## src/rtl/dmt_pkg.sv

```systemverilog
package dmt_pkg;

  // core clock and programmable tap periods
  localparam int CLK_PERIOD_NS = 10;
  localparam int T_10K7_NS     = 93500;
  localparam int T_1K_NS       = 1000000;
  localparam int T_100_NS      = 10000000;
  localparam int T_10_NS       = 100000000;
  localparam int T_1_NS        = 1000000000;
  localparam int DIV_10K7_CYC  = T_10K7_NS / CLK_PERIOD_NS;
  localparam int DIV_1K_CYC    = T_1K_NS / CLK_PERIOD_NS;
  localparam int DIV_100_CYC   = T_100_NS / CLK_PERIOD_NS;
  localparam int DIV_10_CYC    = T_10_NS / CLK_PERIOD_NS;
  localparam int DIV_1_CYC     = T_1_NS / CLK_PERIOD_NS;
  localparam int PRESC_W       = 27;

  // register port addresses (page 0)
  localparam logic [4:0] ADDR_STATUS   = 5'h00;
  localparam logic [4:0] ADDR_T0_CTRL  = 5'h01;
  localparam logic [4:0] ADDR_T1_CTRL  = 5'h02;
  localparam logic [4:0] ADDR_OUT_MODE = 5'h02;
  localparam logic [4:0] ADDR_T0_LOW   = 5'h0F;
  localparam logic [4:0] ADDR_T0_HIGH  = 5'h10;
  localparam logic [4:0] ADDR_T1_LOW   = 5'h11;
  localparam logic [4:0] ADDR_T1_HIGH  = 5'h12;

  // field positions and reset values
  localparam int         ST_RS_BIT    = 6;
  localparam int         ST_PS_BIT    = 7;
  localparam int         OM_INV_BIT   = 0;
  localparam int         OM_OD_BIT    = 1;
  localparam logic [7:0] CTRL_RST     = 8'h00;
  localparam logic [1:0] OM_RST       = 2'h0;
  localparam logic [7:0] PRESET_RST   = 8'h00;

  // clock select codes
  localparam logic [2:0] CS_CASCADE   = 3'h0;
  localparam logic [2:0] CS_XTAL      = 3'h1;
  localparam logic [2:0] CS_XTAL_DIV4 = 3'h2;
  localparam logic [2:0] CS_10K7      = 3'h3;
  localparam logic [2:0] CS_1K        = 3'h4;
  localparam logic [2:0] CS_100       = 3'h5;
  localparam logic [2:0] CS_10        = 3'h6;
  localparam logic [2:0] CS_1         = 3'h7;

  typedef enum logic [1:0] {
    MODE_SINGLE,
    MODE_RATE,
    MODE_SQUARE,
    MODE_ONESHOT
  } dmt_mode_t;

  typedef struct packed {
    logic       count_hold_gate_bit;
    logic       read_latch;
    logic [2:0] clk_sel;
    dmt_mode_t  mode;
    logic       timer_run_bit;
  } dmt_ctrl_t;

  typedef struct packed {
    logic       cs;
    logic       rd;
    logic       wr;
    logic [4:0] addr;
    logic [7:0] wdata;
  } dmt_bus_req_t;

endpackage

```

## src/rtl/dmt_timer.sv

```systemverilog
// Contract
// - clock select picks each timer's count clock
// - timer zero cascades from timer one output
// - per-timer prescaler bounds start uncertainty
// - hold bit pauses, or triggers one-shot
// - mode field selects four count modes
// - single pulse: start loads, output high
// - single pulse: high until zero, N periods
// - single pulse: zero interrupts, clears run
// - single pulse: hold bit or gate pauses
// - output invertible, push-pull or open-drain
// - rate: start loads preset, output high
// - rate: low one clock, reload, N+1
// - rate: interrupt at every zero
// - square: start loads preset, output high
// - square: toggle and reload every N+1
// - square: interrupt on output falling edge
// - one-shot: trigger sets output, then loads
// - one-shot: retrigger reloads, output unchanged
// - one-shot: N periods, interrupt at zero
// - data reads return preset normally
// - latch bit snapshots count; low read clears
// - latch write synchronised to decrement clock; code snapshots the count at the write's core clock edge
// - five address bits, page/block select
// - sixteen-bit down counter on clock edge
// - stopping resets prescaler and counter
// - writing latch zero abandons latched read
// - only timer zero reaches output pin
`timescale 1ns/1ps
module dmt_timer
  import dmt_pkg::*;
#(
  parameter int P_DIV_10K7 = DIV_10K7_CYC,
  parameter int P_DIV_1K   = DIV_1K_CYC,
  parameter int P_DIV_100  = DIV_100_CYC,
  parameter int P_DIV_10   = DIV_10_CYC,
  parameter int P_DIV_1    = DIV_1_CYC
) (
  input  wire logic         i_core_clk,
  input  wire logic         i_rst_b,
  input  wire logic         i_ce,
  input  wire dmt_bus_req_t i_bus_req,
  output logic [7:0]        o_rdata,
  input  wire logic         i_xtal_tick,
  input  wire logic         i_gate_input_timer_zero,
  input  wire logic         i_gate_input_timer_one,
  output logic              o_multi_function_output_o,
  output logic              o_multi_function_output_oe,
  output logic [1:0]        o_timer_irq
);

  logic [1:0]         rst_sync_q;
  logic               rst_n;
  dmt_ctrl_t          ctrl_q     [2];
  logic [7:0]         pre_lo_q   [2];
  logic [7:0]         pre_hi_q   [2];
  logic [15:0]        cnt_q      [2];
  logic [15:0]        snap_q     [2];
  logic [15:0]        preset     [2];
  logic [PRESC_W-1:0] presc_q    [2];
  logic [1:0]         out_q;
  logic [1:0]         loaded_q;
  logic [1:0]         pend_q;
  logic [1:0]         gate_prev_q;
  logic [1:0]         irq_q;
  logic               t1_prev_q;
  logic               page_q;
  logic               blk_q;
  logic [1:0]         om_q;
  logic [7:0]         rdata_q;
  logic [7:0]         rdata_d;
  logic               mfo_o_q;
  logic               mfo_oe_q;
  logic [1:0]         gate;
  logic [1:0]         tick;
  logic [1:0]         held;
  logic [1:0]         tick_en;
  logic [1:0]         trig;
  logic [1:0]         done;
  logic [1:0]         ctrl_wr;
  logic [1:0]         lo_rd;
  logic [1:0]         lo_wr;
  logic [1:0]         hi_wr;
  logic               wr_en;
  logic               rd_en;
  logic               t1_fall;
  logic               mfo_val;

  function automatic logic [4:0] data_addr(input int t, input logic hi);
    data_addr = ADDR_T0_LOW + 5'(2 * t) + {4'h0, hi};
  endfunction

  function automatic logic [PRESC_W-1:0] presc_top(input logic [2:0] sel);
    unique case (sel)
      CS_10K7: presc_top = PRESC_W'(P_DIV_10K7 - 1);
      CS_1K:   presc_top = PRESC_W'(P_DIV_1K - 1);
      CS_100:  presc_top = PRESC_W'(P_DIV_100 - 1);
      CS_10:   presc_top = PRESC_W'(P_DIV_10 - 1);
      default: presc_top = PRESC_W'(P_DIV_1 - 1);
    endcase
  endfunction

  always_ff @(posedge i_core_clk or negedge i_rst_b) begin
    if (!i_rst_b) begin
      rst_sync_q <= 2'h0;
    end else begin
      rst_sync_q <= {rst_sync_q[0], 1'b1};
    end
  end
  assign rst_n = rst_sync_q[1];

  // register port decode
  assign wr_en   = i_ce & i_bus_req.cs & i_bus_req.wr;
  assign rd_en   = i_ce & i_bus_req.cs & i_bus_req.rd;
  assign gate    = {i_gate_input_timer_one, i_gate_input_timer_zero};
  assign t1_fall = t1_prev_q & ~out_q[1];

  always_comb begin
    for (int t = 0; t < 2; t++) begin
      ctrl_wr[t] = wr_en & ~page_q & ~blk_q & (i_bus_req.addr == (t == 0 ? ADDR_T0_CTRL : ADDR_T1_CTRL));
      lo_wr[t]   = wr_en & ~page_q & (i_bus_req.addr == data_addr(t, 1'b0));
      hi_wr[t]   = wr_en & ~page_q & (i_bus_req.addr == data_addr(t, 1'b1));
      lo_rd[t]   = rd_en & ~page_q & (i_bus_req.addr == data_addr(t, 1'b0));
      preset[t]  = {pre_hi_q[t], pre_lo_q[t]};
      unique case (ctrl_q[t].clk_sel)
        CS_CASCADE:   tick[t] = (t == 0) ? t1_fall : 1'b0;
        CS_XTAL:      tick[t] = i_xtal_tick;
        CS_XTAL_DIV4: tick[t] = i_xtal_tick & (presc_q[t][1:0] == 2'h3);
        default:      tick[t] = (presc_q[t] == presc_top(ctrl_q[t].clk_sel));
      endcase
      held[t]    = (ctrl_q[t].mode != MODE_ONESHOT) & (ctrl_q[t].count_hold_gate_bit | gate[t]);
      tick_en[t] = i_ce & ctrl_q[t].timer_run_bit & ~held[t] & tick[t];
      trig[t]    = i_ce & ctrl_q[t].timer_run_bit & (ctrl_q[t].mode == MODE_ONESHOT)
                   & ((ctrl_wr[t] & i_bus_req.wdata[7]) | (gate[t] & ~gate_prev_q[t]));
      done[t]    = tick_en[t] & (ctrl_q[t].mode == MODE_SINGLE) & loaded_q[t] & (cnt_q[t] <= 16'h0001);
    end
  end

  // control, preset and page registers
  always_ff @(posedge i_core_clk or negedge rst_n) begin
    if (!rst_n) begin
      for (int t = 0; t < 2; t++) begin
        ctrl_q[t]   <= dmt_ctrl_t'(CTRL_RST);
        pre_lo_q[t] <= PRESET_RST;
        pre_hi_q[t] <= PRESET_RST;
        snap_q[t]   <= 16'h0000;
      end
      page_q <= 1'b0;
      blk_q  <= 1'b0;
      om_q   <= OM_RST;
    end else if (i_ce) begin
      if (wr_en && i_bus_req.addr == ADDR_STATUS) begin
        page_q <= i_bus_req.wdata[ST_PS_BIT];
        blk_q  <= i_bus_req.wdata[ST_RS_BIT];
      end
      if (wr_en && !page_q && blk_q && i_bus_req.addr == ADDR_OUT_MODE) begin
        om_q <= i_bus_req.wdata[1:0];
      end
      for (int t = 0; t < 2; t++) begin
        if (lo_wr[t]) begin
          pre_lo_q[t] <= i_bus_req.wdata;
        end
        if (hi_wr[t]) begin
          pre_hi_q[t] <= i_bus_req.wdata;
        end
        if (ctrl_wr[t]) begin
          ctrl_q[t] <= dmt_ctrl_t'(i_bus_req.wdata);
          if (i_bus_req.wdata[6]) begin
            snap_q[t] <= cnt_q[t];
          end
        end else begin
          if (done[t]) begin
            ctrl_q[t].timer_run_bit <= 1'b0;
          end
          if (lo_rd[t]) begin
            ctrl_q[t].read_latch <= 1'b0;
          end
        end
      end
    end
  end

  // prescalers
  always_ff @(posedge i_core_clk or negedge rst_n) begin
    if (!rst_n) begin
      presc_q[0] <= '0;
      presc_q[1] <= '0;
    end else if (i_ce) begin
      for (int t = 0; t < 2; t++) begin
        if (!ctrl_q[t].timer_run_bit) begin
          presc_q[t] <= '0;
        end else if (!held[t]) begin
          if (ctrl_q[t].clk_sel == CS_XTAL_DIV4) begin
            if (i_xtal_tick) begin
              presc_q[t] <= {{(PRESC_W-2){1'b0}}, presc_q[t][1:0] + 2'h1};
            end
          end else if (ctrl_q[t].clk_sel >= CS_10K7) begin
            presc_q[t] <= tick[t] ? '0 : presc_q[t] + 1'b1;
          end
        end
      end
    end
  end

  // counters and outputs
  always_ff @(posedge i_core_clk or negedge rst_n) begin
    if (!rst_n) begin
      for (int t = 0; t < 2; t++) begin
        cnt_q[t] <= 16'h0000;
      end
      out_q       <= 2'h0;
      loaded_q    <= 2'h0;
      pend_q      <= 2'h0;
      gate_prev_q <= 2'h0;
      irq_q       <= 2'h0;
      t1_prev_q   <= 1'b0;
    end else if (i_ce) begin
      gate_prev_q <= gate;
      t1_prev_q   <= out_q[1];
      irq_q       <= 2'h0;
      for (int t = 0; t < 2; t++) begin
        if (!ctrl_q[t].timer_run_bit) begin
          cnt_q[t]    <= 16'h0000;
          out_q[t]    <= 1'b0;
          loaded_q[t] <= 1'b0;
          pend_q[t]   <= 1'b0;
        end else if (trig[t]) begin
          out_q[t]    <= 1'b1;
          pend_q[t]   <= 1'b1;
          loaded_q[t] <= 1'b0;
        end else if (tick_en[t]) begin
          unique case (ctrl_q[t].mode)
            MODE_ONESHOT: begin
              if (pend_q[t]) begin
                cnt_q[t]    <= preset[t];
                pend_q[t]   <= 1'b0;
                loaded_q[t] <= 1'b1;
              end else if (loaded_q[t]) begin
                cnt_q[t] <= cnt_q[t] - 16'h0001;
                if (cnt_q[t] <= 16'h0001) begin
                  cnt_q[t]    <= 16'h0000;
                  out_q[t]    <= 1'b0;
                  loaded_q[t] <= 1'b0;
                  irq_q[t]    <= 1'b1;
                end
              end
            end
            default: begin
              if (!loaded_q[t]) begin
                cnt_q[t]    <= preset[t];
                out_q[t]    <= 1'b1;
                loaded_q[t] <= 1'b1;
              end else if (ctrl_q[t].mode == MODE_SINGLE) begin
                cnt_q[t] <= cnt_q[t] - 16'h0001;
                if (cnt_q[t] <= 16'h0001) begin
                  cnt_q[t] <= 16'h0000;
                  out_q[t] <= 1'b0;
                  irq_q[t] <= 1'b1;
                end
              end else if (cnt_q[t] == 16'h0000) begin
                cnt_q[t] <= preset[t];
                if (ctrl_q[t].mode == MODE_RATE) begin
                  out_q[t] <= 1'b1;
                end else begin
                  out_q[t] <= ~out_q[t];
                  irq_q[t] <= out_q[t];
                end
              end else begin
                cnt_q[t] <= cnt_q[t] - 16'h0001;
                if (ctrl_q[t].mode == MODE_RATE && cnt_q[t] == 16'h0001) begin
                  out_q[t] <= 1'b0;
                  irq_q[t] <= 1'b1;
                end
              end
            end
          endcase
        end
      end
    end
  end

  // read data and output pin
  always_comb begin
    rdata_d = 8'h00;
    if (i_bus_req.addr == ADDR_STATUS) begin
      rdata_d[ST_PS_BIT] = page_q;
      rdata_d[ST_RS_BIT] = blk_q;
    end else if (!page_q) begin
      if (!blk_q && i_bus_req.addr == ADDR_T0_CTRL) begin
        rdata_d = ctrl_q[0];
      end else if (!blk_q && i_bus_req.addr == ADDR_T1_CTRL) begin
        rdata_d = ctrl_q[1];
      end else if (blk_q && i_bus_req.addr == ADDR_OUT_MODE) begin
        rdata_d = {6'h00, om_q};
      end
      for (int t = 0; t < 2; t++) begin
        if (i_bus_req.addr == data_addr(t, 1'b0)) begin
          rdata_d = ctrl_q[t].read_latch ? snap_q[t][7:0] : pre_lo_q[t];
        end else if (i_bus_req.addr == data_addr(t, 1'b1)) begin
          rdata_d = ctrl_q[t].read_latch ? snap_q[t][15:8] : pre_hi_q[t];
        end
      end
    end
  end

  assign mfo_val = out_q[0] ^ om_q[OM_INV_BIT];

  always_ff @(posedge i_core_clk or negedge rst_n) begin
    if (!rst_n) begin
      rdata_q  <= 8'h00;
      mfo_o_q  <= 1'b0;
      mfo_oe_q <= 1'b1;
    end else if (i_ce) begin
      if (rd_en) begin
        rdata_q <= rdata_d;
      end
      mfo_o_q  <= om_q[OM_OD_BIT] ? 1'b0 : mfo_val;
      mfo_oe_q <= om_q[OM_OD_BIT] ? ~mfo_val : 1'b1;
    end
  end

  assign o_rdata                    = rdata_q;
  assign o_multi_function_output_o  = mfo_o_q;
  assign o_multi_function_output_oe = mfo_oe_q;
  assign o_timer_irq                = irq_q;

  a_stop_clears_timer: assert property (@(posedge i_core_clk) disable iff (!rst_n)
    (i_ce && !ctrl_q[0].timer_run_bit) |=> (!out_q[0] && cnt_q[0] == 16'h0000 && presc_q[0] == '0))
    else $error("stopped timer not cleared");

  a_single_done_run: assert property (@(posedge i_core_clk) disable iff (!rst_n)
    (i_ce && done[0] && !ctrl_wr[0]) |=> (!ctrl_q[0].timer_run_bit && irq_q[0] && !out_q[0]))
    else $error("single pulse end did not clear run and interrupt");

  a_single_fall_zero: assert property (@(posedge i_core_clk) disable iff (!rst_n)
    ($fell(out_q[0]) && ctrl_q[0].mode == MODE_SINGLE) |-> cnt_q[0] == 16'h0000)
    else $error("single pulse fell before zero");

  a_rate_reload_high: assert property (@(posedge i_core_clk) disable iff (!rst_n)
    (tick_en[0] && !trig[0] && ctrl_q[0].mode == MODE_RATE && loaded_q[0] && cnt_q[0] == 16'h0000)
    |=> (cnt_q[0] == $past(preset[0]) && out_q[0]))
    else $error("rate mode did not reload after zero");

  a_square_irq_fall: assert property (@(posedge i_core_clk) disable iff (!rst_n)
    (irq_q[0] && ctrl_q[0].mode == MODE_SQUARE) |-> $fell(out_q[0]))
    else $error("square interrupt without falling output");

  a_hold_freezes_count: assert property (@(posedge i_core_clk) disable iff (!rst_n)
    (ctrl_q[0].timer_run_bit && held[0]) |=> $stable(cnt_q[0]))
    else $error("held timer changed count");

  a_trigger_sets_out: assert property (@(posedge i_core_clk) disable iff (!rst_n)
    trig[0] |=> (out_q[0] && pend_q[0]))
    else $error("trigger did not set output");

  a_low_read_unlatch: assert property (@(posedge i_core_clk) disable iff (!rst_n)
    (lo_rd[0] && !ctrl_wr[0]) |=> !ctrl_q[0].read_latch)
    else $error("low byte read left latch set");

  a_preset_readback: assert property (@(posedge i_core_clk) disable iff (!rst_n)
    (lo_rd[0] && !ctrl_q[0].read_latch && !wr_en) |=> o_rdata == $past(pre_lo_q[0]))
    else $error("data read did not return preset");

  a_open_drain_low: assert property (@(posedge i_core_clk) disable iff (!rst_n)
    (i_ce && om_q[OM_OD_BIT]) |=> !o_multi_function_output_o)
    else $error("open drain pin driven high");

endmodule

```

## config.mk

```make
export PLATFORM = sky130hd
export DESIGN_NAME = dmt_timer
export DESIGN_NICKNAME = d
export VERILOG_FILES = /design/src/rtl/dmt_pkg.sv /design/src/rtl/dmt_timer.sv
export SDC_FILE = /design/constraint.sdc
export NUM_CORES = 1
export LEC_CHECK = 0
export BUFFER_PORTS_ARGS = -buffer_cell sky130_fd_sc_hd__buf_2
export CAP_MARGIN = 30
export CORE_MARGIN = 5
export CORE_UTILIZATION = 55
export CTS_CLUSTER_DIAMETER = 80
export CTS_CLUSTER_SIZE = 10
export DETAILED_ROUTE_END_ITERATION = 7
export PLACE_DENSITY = 0.83
export RECOVER_POWER = 100
export SYNTH_ARGS = -nofsm -noshare
export SYNTH_HDL_FRONTEND = slang
export SYNTH_SLANG_ARGS = --single-unit
```

## constraint.sdc

```tcl
create_clock -name i_core_clk -period 10.7 [get_ports i_core_clk]
set_input_delay 1.07 -clock i_core_clk [delete_from_list [all_inputs] [get_ports i_core_clk]]
set_output_delay 1.07 -clock i_core_clk [all_outputs]
set_load 0.02 [all_outputs]
```

==> results of run 1 <==
## area by class of cell
class | instances | area (um2) | area share [%]
tap | 280 | 350.3 | 2.713
clock buffer | 18 | 439.2 | 3.400
clock inverter | 14 | 183.9 | 1.424
inverter | 38 | 142.6 | 1.104
sequential | 193 | 4831 | 37.41
multi-input combinational | 1017 | 6731 | 52.12
antenna | 1 | 2.502 | 0.01938
timing repair buffer | 44 | 234.0 | 1.812
## state kept, by name, summed over array words and instances, names as in the netlist, 2 cells and up
register	cells
rst_sync_q	2
loaded_q	2
out_q	2
o_timer_irq	2
ctrl_q	16
presc_q	54
pre_hi_q	16
gate_prev_q	2
cnt_q	32
pend_q	2
snap_q	32
om_q	2
o_rdata	8
pre_lo_q	16
## cell families after synthesis
group,after synthesis,share of synthesized area (%)
simple gates,470,19.79
compound gates,391,22.62
xor+xnor,43,3.101
mux,106,9.469
other cells,1,0.03088
flops,193,39.78
buf+inv,133,4.585
fa+ha+maj,6,0.6182
## per-stage QoR
step,hold slack (ps),total power [mW]
after floorplan,331.2,0.9054
after global placement,333.4,0.9495
after detailed placement,337.3,0.9554
after CTS,355.6,1.630
after global routing,376.4,1.687
final,353.9,1.627
## layer usage
layer	global-route usage, %	vias up	wire length, um
met5	0	-	0
met4	8.448	0	908
met3	5.844	90	3085
met2	42.44	638	15600
met1	39.30	5360	14030
li1	-	4977	-
## report_power, final
part           total [mW]  switching, mW  internal, mW
sequential          0.796         0.0478         0.748
clock               0.682          0.317         0.365
combinational       0.150         0.0910        0.0585
total                1.63          0.456          1.17
## worst paths after layout
check / from / to / slack, ps / depth (start not counted)
worst min register to register: rst_sync_q[0]$_DFF_PN0_ / rst_sync_q[1]$_DFF_PN0_ / 350 / 0
worst min-delay path: rst_sync_q[0]$_DFF_PN0_ / rst_sync_q[1]$_DFF_PN0_ / 350 / 0
min in group asynchronous: i_rst_b / rst_sync_q[0]$_DFF_PN0_ / 390 / 1
worst max register to register: rst_sync_q[1]$_DFF_PN0_ / o_multi_function_output_oe$_DFFE_PN1P_ / 4960 / 3
worst max-delay path: rst_sync_q[1]$_DFF_PN0_ / o_multi_function_output_oe$_DFFE_PN1P_ / 4960 / 3
max in group i_core_clk: ctrl_q[3]$_DFFE_PN0P_ / presc_q[5]$_DFFE_PN0P_ / 5920 / 8
## cells in the final DEF (no fill, tap or decap), types with 8 or more instances in the layout
master,n
dfrtp_1,192
nand2_1,153
nor2_1,78
mux2_2,71
o21ai_0,69
a21oi_1,57
a31oi_1,50
nand3_1,48
inv_1,38
mux2i_1,35
nor3_1,29
xnor2_1,26
o22ai_1,24
o211ai_1,23
clkbuf_1,20
nor2b_1,19
a22o_1,19
buf_2,18
xor2_1,17
clkbuf_16,17
nand2b_1,16
nor4_1,14
nand4_1,14
nand3b_1,14
and3_1,13
a32o_1,13
o31ai_1,12
o311ai_0,11
or3_1,10
o21a_1,10
and2_1,9
o221ai_1,8
or4_1,8
and4_1,8
a21o_1,8
==> results.toml, run 1 <==
[placement]
placed_area_um2 = 12340
portBuffers = 33
gp_congestion = 1.003
detailedPlace.worstSlack_ps = 6873
dp.cells = 1571
dpl.hpwl_mm = 23.09

[floorplanning]
core_region_area_um2 = 21760
fp-row-count = 54
die_h_um = 158.6
die-area_um2 = 25150
pin_count = 34
floorplan.initialDensity_pct = 55.81
dieWidth_um = 158.6

[run_status]
status = "finished, violations left"
violations = "max-capacitance violations, max-slew violations"

[cells_and_area]
fillers = 1864
num-nets-final = 1339
area_growth_pct = 6.358
drive_above_1_share_pct = 11.18
final_cell_area_um2 = 12910
fin_util_pct = 59.36
final_cells = 1605

[critical_path]
slowest_stage = "clkbuf_1"
cp_max_fo = 71
crit_buf_inv = 3
critPathTopFamily = "buffers and inverters"
start_kind = "register"
crit_path_cell_trace = "clkbuf_1 > clkbuf_1 > buf_16"
cp_common_cell = "clkbuf_1"
slowest_delay_ps = 2770
cp-end-kind = "async pin"
cp_data_required_time_ps = 11250
worstPathArrival_ps = 6290
worst-setup-path-type = "register to async pin"

[run]
cap_violations = 5

[grt]
antenna_found_initial = 0
grt.overflow.total = 0
grt_util_all_layers_pct = 27.55
grt_max_degree = 81
grt_pass1_vias = 10500
grt_first_pass_wirelength_mm = 55.70

[logic_synthesis]
synth_area_leaders = "dfrtp_1, mux2_2, nand2_1"
syn_avg_cell_area_um2 = 9.042
ys_seq_area_share_pct = 39.78
synth_largest_area_cell = "dfrtp_1"
yosys_warnings = 0
synth_cell_type_count = 90
synth_area_um2 = 12140
ys_ff_latch = 193
synth_top_area_share_pct = 39.57
synth.most_common_cell = "dfrtp_1"
async_flop_share_pct = 100.0
synthCells = 1343
synth-edff-count = 0
yosys-top-cells-count = "dfrtp_1, nand2_1, nor2_1"
syn_nets = 1371
synthFlopType = "dfrtp_1"

[clock_network]
cts-root-buf = "clkbuf_16"
clk_pin_slew_ps = 80
clk_latency_ps = 440
clock-sinks = 193
clock_path_buffers = 2
cts_inserted_buffers = 17
cts.htree.levels = 4
postCtsSetupRepairBufs = 0
hold_buffers = 0
cts_tree = "built"
cts_resized = 0

[timing]
fmax_mhz = 174.3
fin_skew_ps = 16.74
period_share_pct = 53.62
setup_tns_ps = 0
slew_violations = 221
setup_viol = 0
rsz0062_at_grt = "false"
period_needed_ps = 5737
finalHoldViolCount = 0
finalWorstSetupSlack_ps = 4963
worst_slew_pin_slew_ps = 3840
relSlewSlack_pct = -156.0

[route]
routedWlPerCell_um = 20.95
num_vias = 11070
drt.antenna.violating_nets = 0
drc = 0
vias_per_cell = 6.894
drt-total-wl_mm = 33.63
drt-initial-drc-count = 1459
first_pass_iters = 6

[pwr]
power_leakage_nw = 5.323
ir_drop_mv = 0.1155
powerDensity_nw_per_um2 = 126.0

[hold_path]
hold_class = "register to register"
No activity file was read; power rests on OpenSTA's default activity.
==> run 2: changes to the inputs <==
--- a/config.mk
+++ b/config.mk
@@ -12,7 +12,7 @@
 export CTS_CLUSTER_DIAMETER = 80
 export CTS_CLUSTER_SIZE = 10
 export DETAILED_ROUTE_END_ITERATION = 7
-export PLACE_DENSITY = 0.83
+export PLACE_DENSITY = 0.85
 export RECOVER_POWER = 100
 export SYNTH_ARGS = -nofsm -noshare
 export SYNTH_HDL_FRONTEND = slang
==> constraint.sdc (replaced) <==
create_clock -name i_core_clk -period 4.9 [get_ports i_core_clk]
set_input_delay 0.49 -clock i_core_clk [delete_from_list [all_inputs] [get_ports i_core_clk]]
set_output_delay 0.49 -clock i_core_clk [all_outputs]
set_load 0.02 [all_outputs]
==> run 2 against run 1 <==
Net effect: the run still ends with max-capacitance violations, max-slew violations left; utilization about the same; cell area about the same; via count increased by 1.1%; worst hold slack got worse by 24 ps; non-clock buffer count increased by 1; register-to-register slack got worse by 4100 ps; sequential cell count unchanged; largest power group unchanged.
==> results.toml, run 2 (synthesized netlist as in run 1, its figures left out) <==
[run_status]
status = "finished, violations left"
violations = "max-capacitance violations, max-slew violations"

[grt]
grt_most_used_layer = "met2"
grt_pass1_vias = 10430
grt_util_all_layers_pct = 28.13
grt_max_degree = 123
globalRouteMet1Util_pct = 38.52
grt_use_met2_pct = 43.53
antenna_found_initial = 0
grtUsageMet3_pct = 6.877
grt.overflow.total = 0
grt_first_pass_wirelength_mm = 56.35

[floorplanning]
pin_count = 34
dieWidth_um = 158.6
fp-row-count = 54
core_region_area_um2 = 21760
die_h_um = 158.6
die-area_um2 = 25150
floorplan.initialDensity_pct = 55.81

[critical_path]
r2r-end = "cnt_q[1]$_DFFE_PN0P_"
timing.reg2reg.setup_slack_ps = 880
r2r_start = "ctrl_q[5]$_DFFE_PN0P_"
worst-r2r-cell-count = 7
cp_data_required_time_ps = 5290
cp-end-kind = "register"
start_kind = "register"
worstPathArrival_ps = 4410
cp_max_fo = 25
worst-setup-path-type = "register to register"

[clock_network]
clk_pin_slew_ps = 80
clock_path_buffers = 2
cts.htree.levels = 4
clock-sinks = 193
postCtsSetupRepairBufs = 0
cts_tree = "built"
cts-root-buf = "clkbuf_16"
cts_resized = 0
clk_latency_ps = 460
hold_buffers = 1
cts_inserted_buffers = 17

[route]
first_pass_iters = 6
vias_per_cell = 6.969
drc = 0
drt-total-wl_mm = 34.78
routedWlPerCell_um = 21.66
num_vias = 11190
drt-initial-drc-count = 1330
drt.antenna.violating_nets = 0

[timing]
fmax_mhz = 248.6
finalHoldViolCount = 0
rsz0062_at_grt = "false"
fin_skew_ps = 14.58
setup_viol = 0
relSlewSlack_pct = -106.4
setup_tns_ps = 0
period_share_pct = 82.10
period_needed_ps = 4023
worst_slew_pin_slew_ps = 3097
slew_violations = 163

[cells_and_area]
largest_reg_flops = 54
drive_above_1_share_pct = 11.62
area_growth_pct = 6.429
final_cell_mix = "dfrtp_1, nand2_1, nor2_1"
largestRegisters = "presc_q (54), cnt_q (32), snap_q (32)"
seq_area_um2 = 4835
final_cell_area_um2 = 12920
multi_input_area_um2 = 6743
num-nets-final = 1340
largest-register = "presc_q"
fillers = 1857
final_common_cell = "dfrtp_1"

[pwr]
power_leakage_nw = 5.330
ir_drop_mv = 0.3088
powerDensity_nw_per_um2 = 272.1

[placement]
portBuffers = 33
dpl.hpwl_mm = 23.58
gp_congestion = 0.9847
placed_area_um2 = 12380

[run]
cap_violations = 2

[hold_path]
hold_class = "input pin to async pin"
==> run 2: how the worst max path moves through the flow <==
stage	startpoint	endpoint	cells past startpoint
3_5_place_dp	ctrl_q[11]$_DFFE_PN0P_	cnt_q[30]$_DFFE_PN0P_	7
4_1_cts	ctrl_q[11]$_DFFE_PN0P_	cnt_q[30]$_DFFE_PN0P_	7
3_3_place_gp	ctrl_q[5]$_DFFE_PN0P_	cnt_q[13]$_DFFE_PN0P_	7
6_report	ctrl_q[5]$_DFFE_PN0P_	cnt_q[1]$_DFFE_PN0P_	7
5_1_grt	ctrl_q[5]$_DFFE_PN0P_	cnt_q[1]$_DFFE_PN0P_	7
2_1_floorplan	rst_sync_q[1]$_DFF_PN0_	blk_q$_DFFE_PN0P_	0
==> run 2: critical path, stage by stage, from the launching register on <==
cell,delay (ps)
dfrtp_1,840
and3b_1,350
or3_1,380
and3_1,170
a2111oi_0,920
a21oi_4,360
nor2_2,660
a32o_1,270
==> run 2: metal layers <==
layer	part of all wire, %	vias up
li1	-	4983
met1	40	5431
met2	46	659
met3	9.9	119
met4	3.7	0
met5	0	-
==> run 2: area by class of cell <==
type	instances	area share, %
Antenna cell	1	0.01936
Multi-Input combinational cell	1017	52.17
Inverter	38	1.104
Sequential cell	193	37.41
Tap cell	280	2.711
Clock buffer	18	3.398
Timing Repair Buffer	45	1.917
Clock inverter	14	1.268
==> run 2: metrics by stage <==
step	hold WS (ps)	total power, mW	setup WS [ps]	util [%]	std cells
global placement	275.4	2.073	1428	56.73	1570
detailed placement	277.0	2.089	1482	56.88	1572
CTS	322.3	3.522	1436	59.70	1605
floorplan	194.4	1.977	1719	-	1343
finish	329.8	3.517	877.3	59.40	1606
global route	338.5	3.636	702.2	59.39	1605
==> run 2: power by group <==
part	total [mW]	switching, mW	internal (mW)
registers	1.73	0.0963	1.63
logic	0.337	0.208	0.129
clock network	1.45	0.709	0.741
==> run 3: changes to the inputs <==
--- a/config.mk
+++ b/config.mk
@@ -12,7 +12,7 @@
 export CTS_CLUSTER_DIAMETER = 80
 export CTS_CLUSTER_SIZE = 10
 export DETAILED_ROUTE_END_ITERATION = 7
-export PLACE_DENSITY = 0.85
+export PLACE_DENSITY = 0.83
 export RECOVER_POWER = 100
 export SYNTH_ARGS = -nofsm -noshare
 export SYNTH_HDL_FRONTEND = slang
==> constraint.sdc (replaced) <==
create_clock -name i_core_clk -period 3.9 [get_ports i_core_clk]
set_input_delay 0.39 -clock i_core_clk [delete_from_list [all_inputs] [get_ports i_core_clk]]
set_output_delay 0.39 -clock i_core_clk [all_outputs]
set_load 0.02 [all_outputs]
==> run 3 against run 2 <==
Net effect: the run still ends with max-capacitance violations, max-slew violations left; die area is the same; sequential cell count unchanged; clock skew shrank 0.85 ps; utilization up 0.32 points; combinational power increased by 34%; clock-buffer cell count unchanged; clock power grew 20%; fmax grew 18%; critical path type unchanged; largest cell class unchanged; highest routed layer is now met5.
==> results.toml, run 3 (synthesized netlist as in run 1, its figures left out) <==
[run_status]
status = "finished, violations left"
violations = "max-capacitance violations, max-slew violations"

[cells_and_area]
area_growth_pct = 7.007
final_common_cell = "dfrtp_1"
drive_above_1_share_pct = 12.30
multi_input_area_um2 = 6749
fillers = 1870
largest_reg_flops = 54
num-nets-final = 1356
largestRegisters = "presc_q (54), cnt_q (32), snap_q (32)"
final_cell_mix = "dfrtp_1, nand2_1, nor2_1"
seq_area_um2 = 4831
largest-register = "presc_q"

[route]
vias_per_cell = 6.792
num_vias = 11020
drt-total-wl_mm = 34.09
drt-initial-drc-count = 1301
routedWlPerCell_um = 21.01
drt.antenna.violating_nets = 0
first_pass_iters = 6
drc = 0

[timing]
worst_slew_pin_slew_ps = 1803
slew_violations = 71
fmax_mhz = 292.8
fin_skew_ps = 13.73
period_share_pct = 87.57
rsz0062_at_grt = "false"
finalHoldViolCount = 0
relSlewSlack_pct = -20.19
setup_viol = 0
setup_tns_ps = 0
period_needed_ps = 3415

[critical_path]
worstPathArrival_ps = 3750
cp-end-kind = "register"
worst-setup-path-type = "register to register"
start_kind = "register"
cp_max_fo = 29
cp_data_required_time_ps = 4230
worst-r2r-cell-count = 9

[clock_network]
cts_resized = 0
cts_tree = "built"
cts-root-buf = "clkbuf_16"
clock-sinks = 193
cts_inserted_buffers = 17
clk_pin_slew_ps = 80
clock_path_buffers = 2
cts.htree.levels = 4
clk_latency_ps = 450
postCtsSetupRepairBufs = 0

[pwr]
finalPower_mw = 4.337
power_leakage_nw = 5.376
switching_share_pct = 29.06
power_switching_mw = 1.260
internal_power_mw = 3.077
ir_drop_mv = 0.2874
powerDensity_nw_per_um2 = 333.8
seqPwrFrac_pct = 49.5
clockPowerShare_pct = 40.1
pwr-share-comb_pct = 10.4

[floorplanning]
floorplan.initialDensity_pct = 55.81
pin_count = 34
core_region_area_um2 = 21760
die-area_um2 = 25150
dieWidth_um = 158.6
fp-row-count = 54
die_h_um = 158.6

[grt]
antenna_found_initial = 2
grt_first_pass_wirelength_mm = 55.13
grt_util_all_layers_pct = 27.47
grt_pass1_vias = 10210
grt.overflow.total = 0
grt_max_degree = 74

[hold_path]
hold_class = "register to async pin"

[run]
cap_violations = 1

[placement]
portBuffers = 33
gp_congestion = 1.016
dpl.hpwl_mm = 23.51
## run 3: cell count changes in the layout (fill, tap and decap cells not counted), moves of 3 or more
| cell | change |
|---|---|
| inv_6 | -5 |
| clkbuf_1 | +6 |
| buf_4 | +9 |
| clkbuf_2 | +3 |
| inv_8 | +6 |
## run 3: metal layers
metal	wire, um	global-route usage [%]	vias to the layer above	part of all wire [%]
met3	3119	6.279	74	9.2
li1	-	-	4999	-
met5	10	0	-	0.029
met2	15840	42.54	592	46
met1	14330	38.82	5349	42
met4	785	8.002	2	2.3
## run 3: through the flow
step	std cells	worst slack, ps	area, um2	hold slack (ps)	util (%)
floorplan	1343	718.9	12140	94.41	-
global route	1621	263.3	12990	100.5	59.71
detailed placement	1587	705.1	12470	177.4	57.33
finish	1622	484.7	12990	90.82	59.73
CTS	1620	689.4	13060	231.4	60.01
global placement	1586	766.7	12460	174.1	57.26
## run 3: worst max-delay path: stages, from the launching register on
cell and delay [ps]:
dfrtp_1 480, clkbuf_1 290, and2_0 280, o32ai_1 270, nand3_1 150, a2111oi_2 570
a21oi_4 330, clkbuf_2 370, and2_0 240, a221o_1 310
## run 3: worst paths after layout
| path | startpoint | endpoint | slack [ps] |
|---|---|---|---|
| max | ctrl_q[4]$_DFFE_PN0P_ | presc_q[18]$_DFFE_PN0P_ | 480 |
| min | rst_sync_q[1]$_DFF_PN0_ | cnt_q[13]$_DFFE_PN0P_ | 90 |
| max reg2reg | ctrl_q[4]$_DFFE_PN0P_ | presc_q[18]$_DFFE_PN0P_ | 480 |
| min reg2reg | rst_sync_q[1]$_DFF_PN0_ | cnt_q[13]$_DFFE_PN0P_ | 90 |
| max in group asynchronous | rst_sync_q[1]$_DFF_PN0_ | presc_q[52]$_DFFE_PN0P_ | 1340 |
| min in group i_core_clk | i_gate_input_timer_one | gate_prev_q[1]$_DFFE_PN0P_ | 240 |
## run 3: what timing repair did
| item | CTS | global route |
|---|---|---|
| endpoints found under the hold margin | 2 | 0 |
| endpoints found under the setup margin | 0 | 0 |
| hold buffers | 1 | 0 |
## run 3: cell type report
cell class | count | share of cell area [%]
multi-input cells | 1017 | 51.94
flip-flops and latches | 193 | 37.18
clock buffers | 18 | 3.303
well taps | 280 | 2.696
repair buffers | 61 | 2.667
clock inverters | 14 | 1.098
inverters | 38 | 1.098
diodes | 1 | 0.01926
## run 3: power groups by stage
stage                     Sequential, mW  Combinational [mW]  Clock [mW]
final                               2.15               0.450        1.74
after global routing                2.16               0.493        1.84
after CTS                           2.16               0.435        1.75
after detailed placement            2.20               0.431           0
after global placement              2.20               0.420           0
after floorplan                     2.16               0.326           0
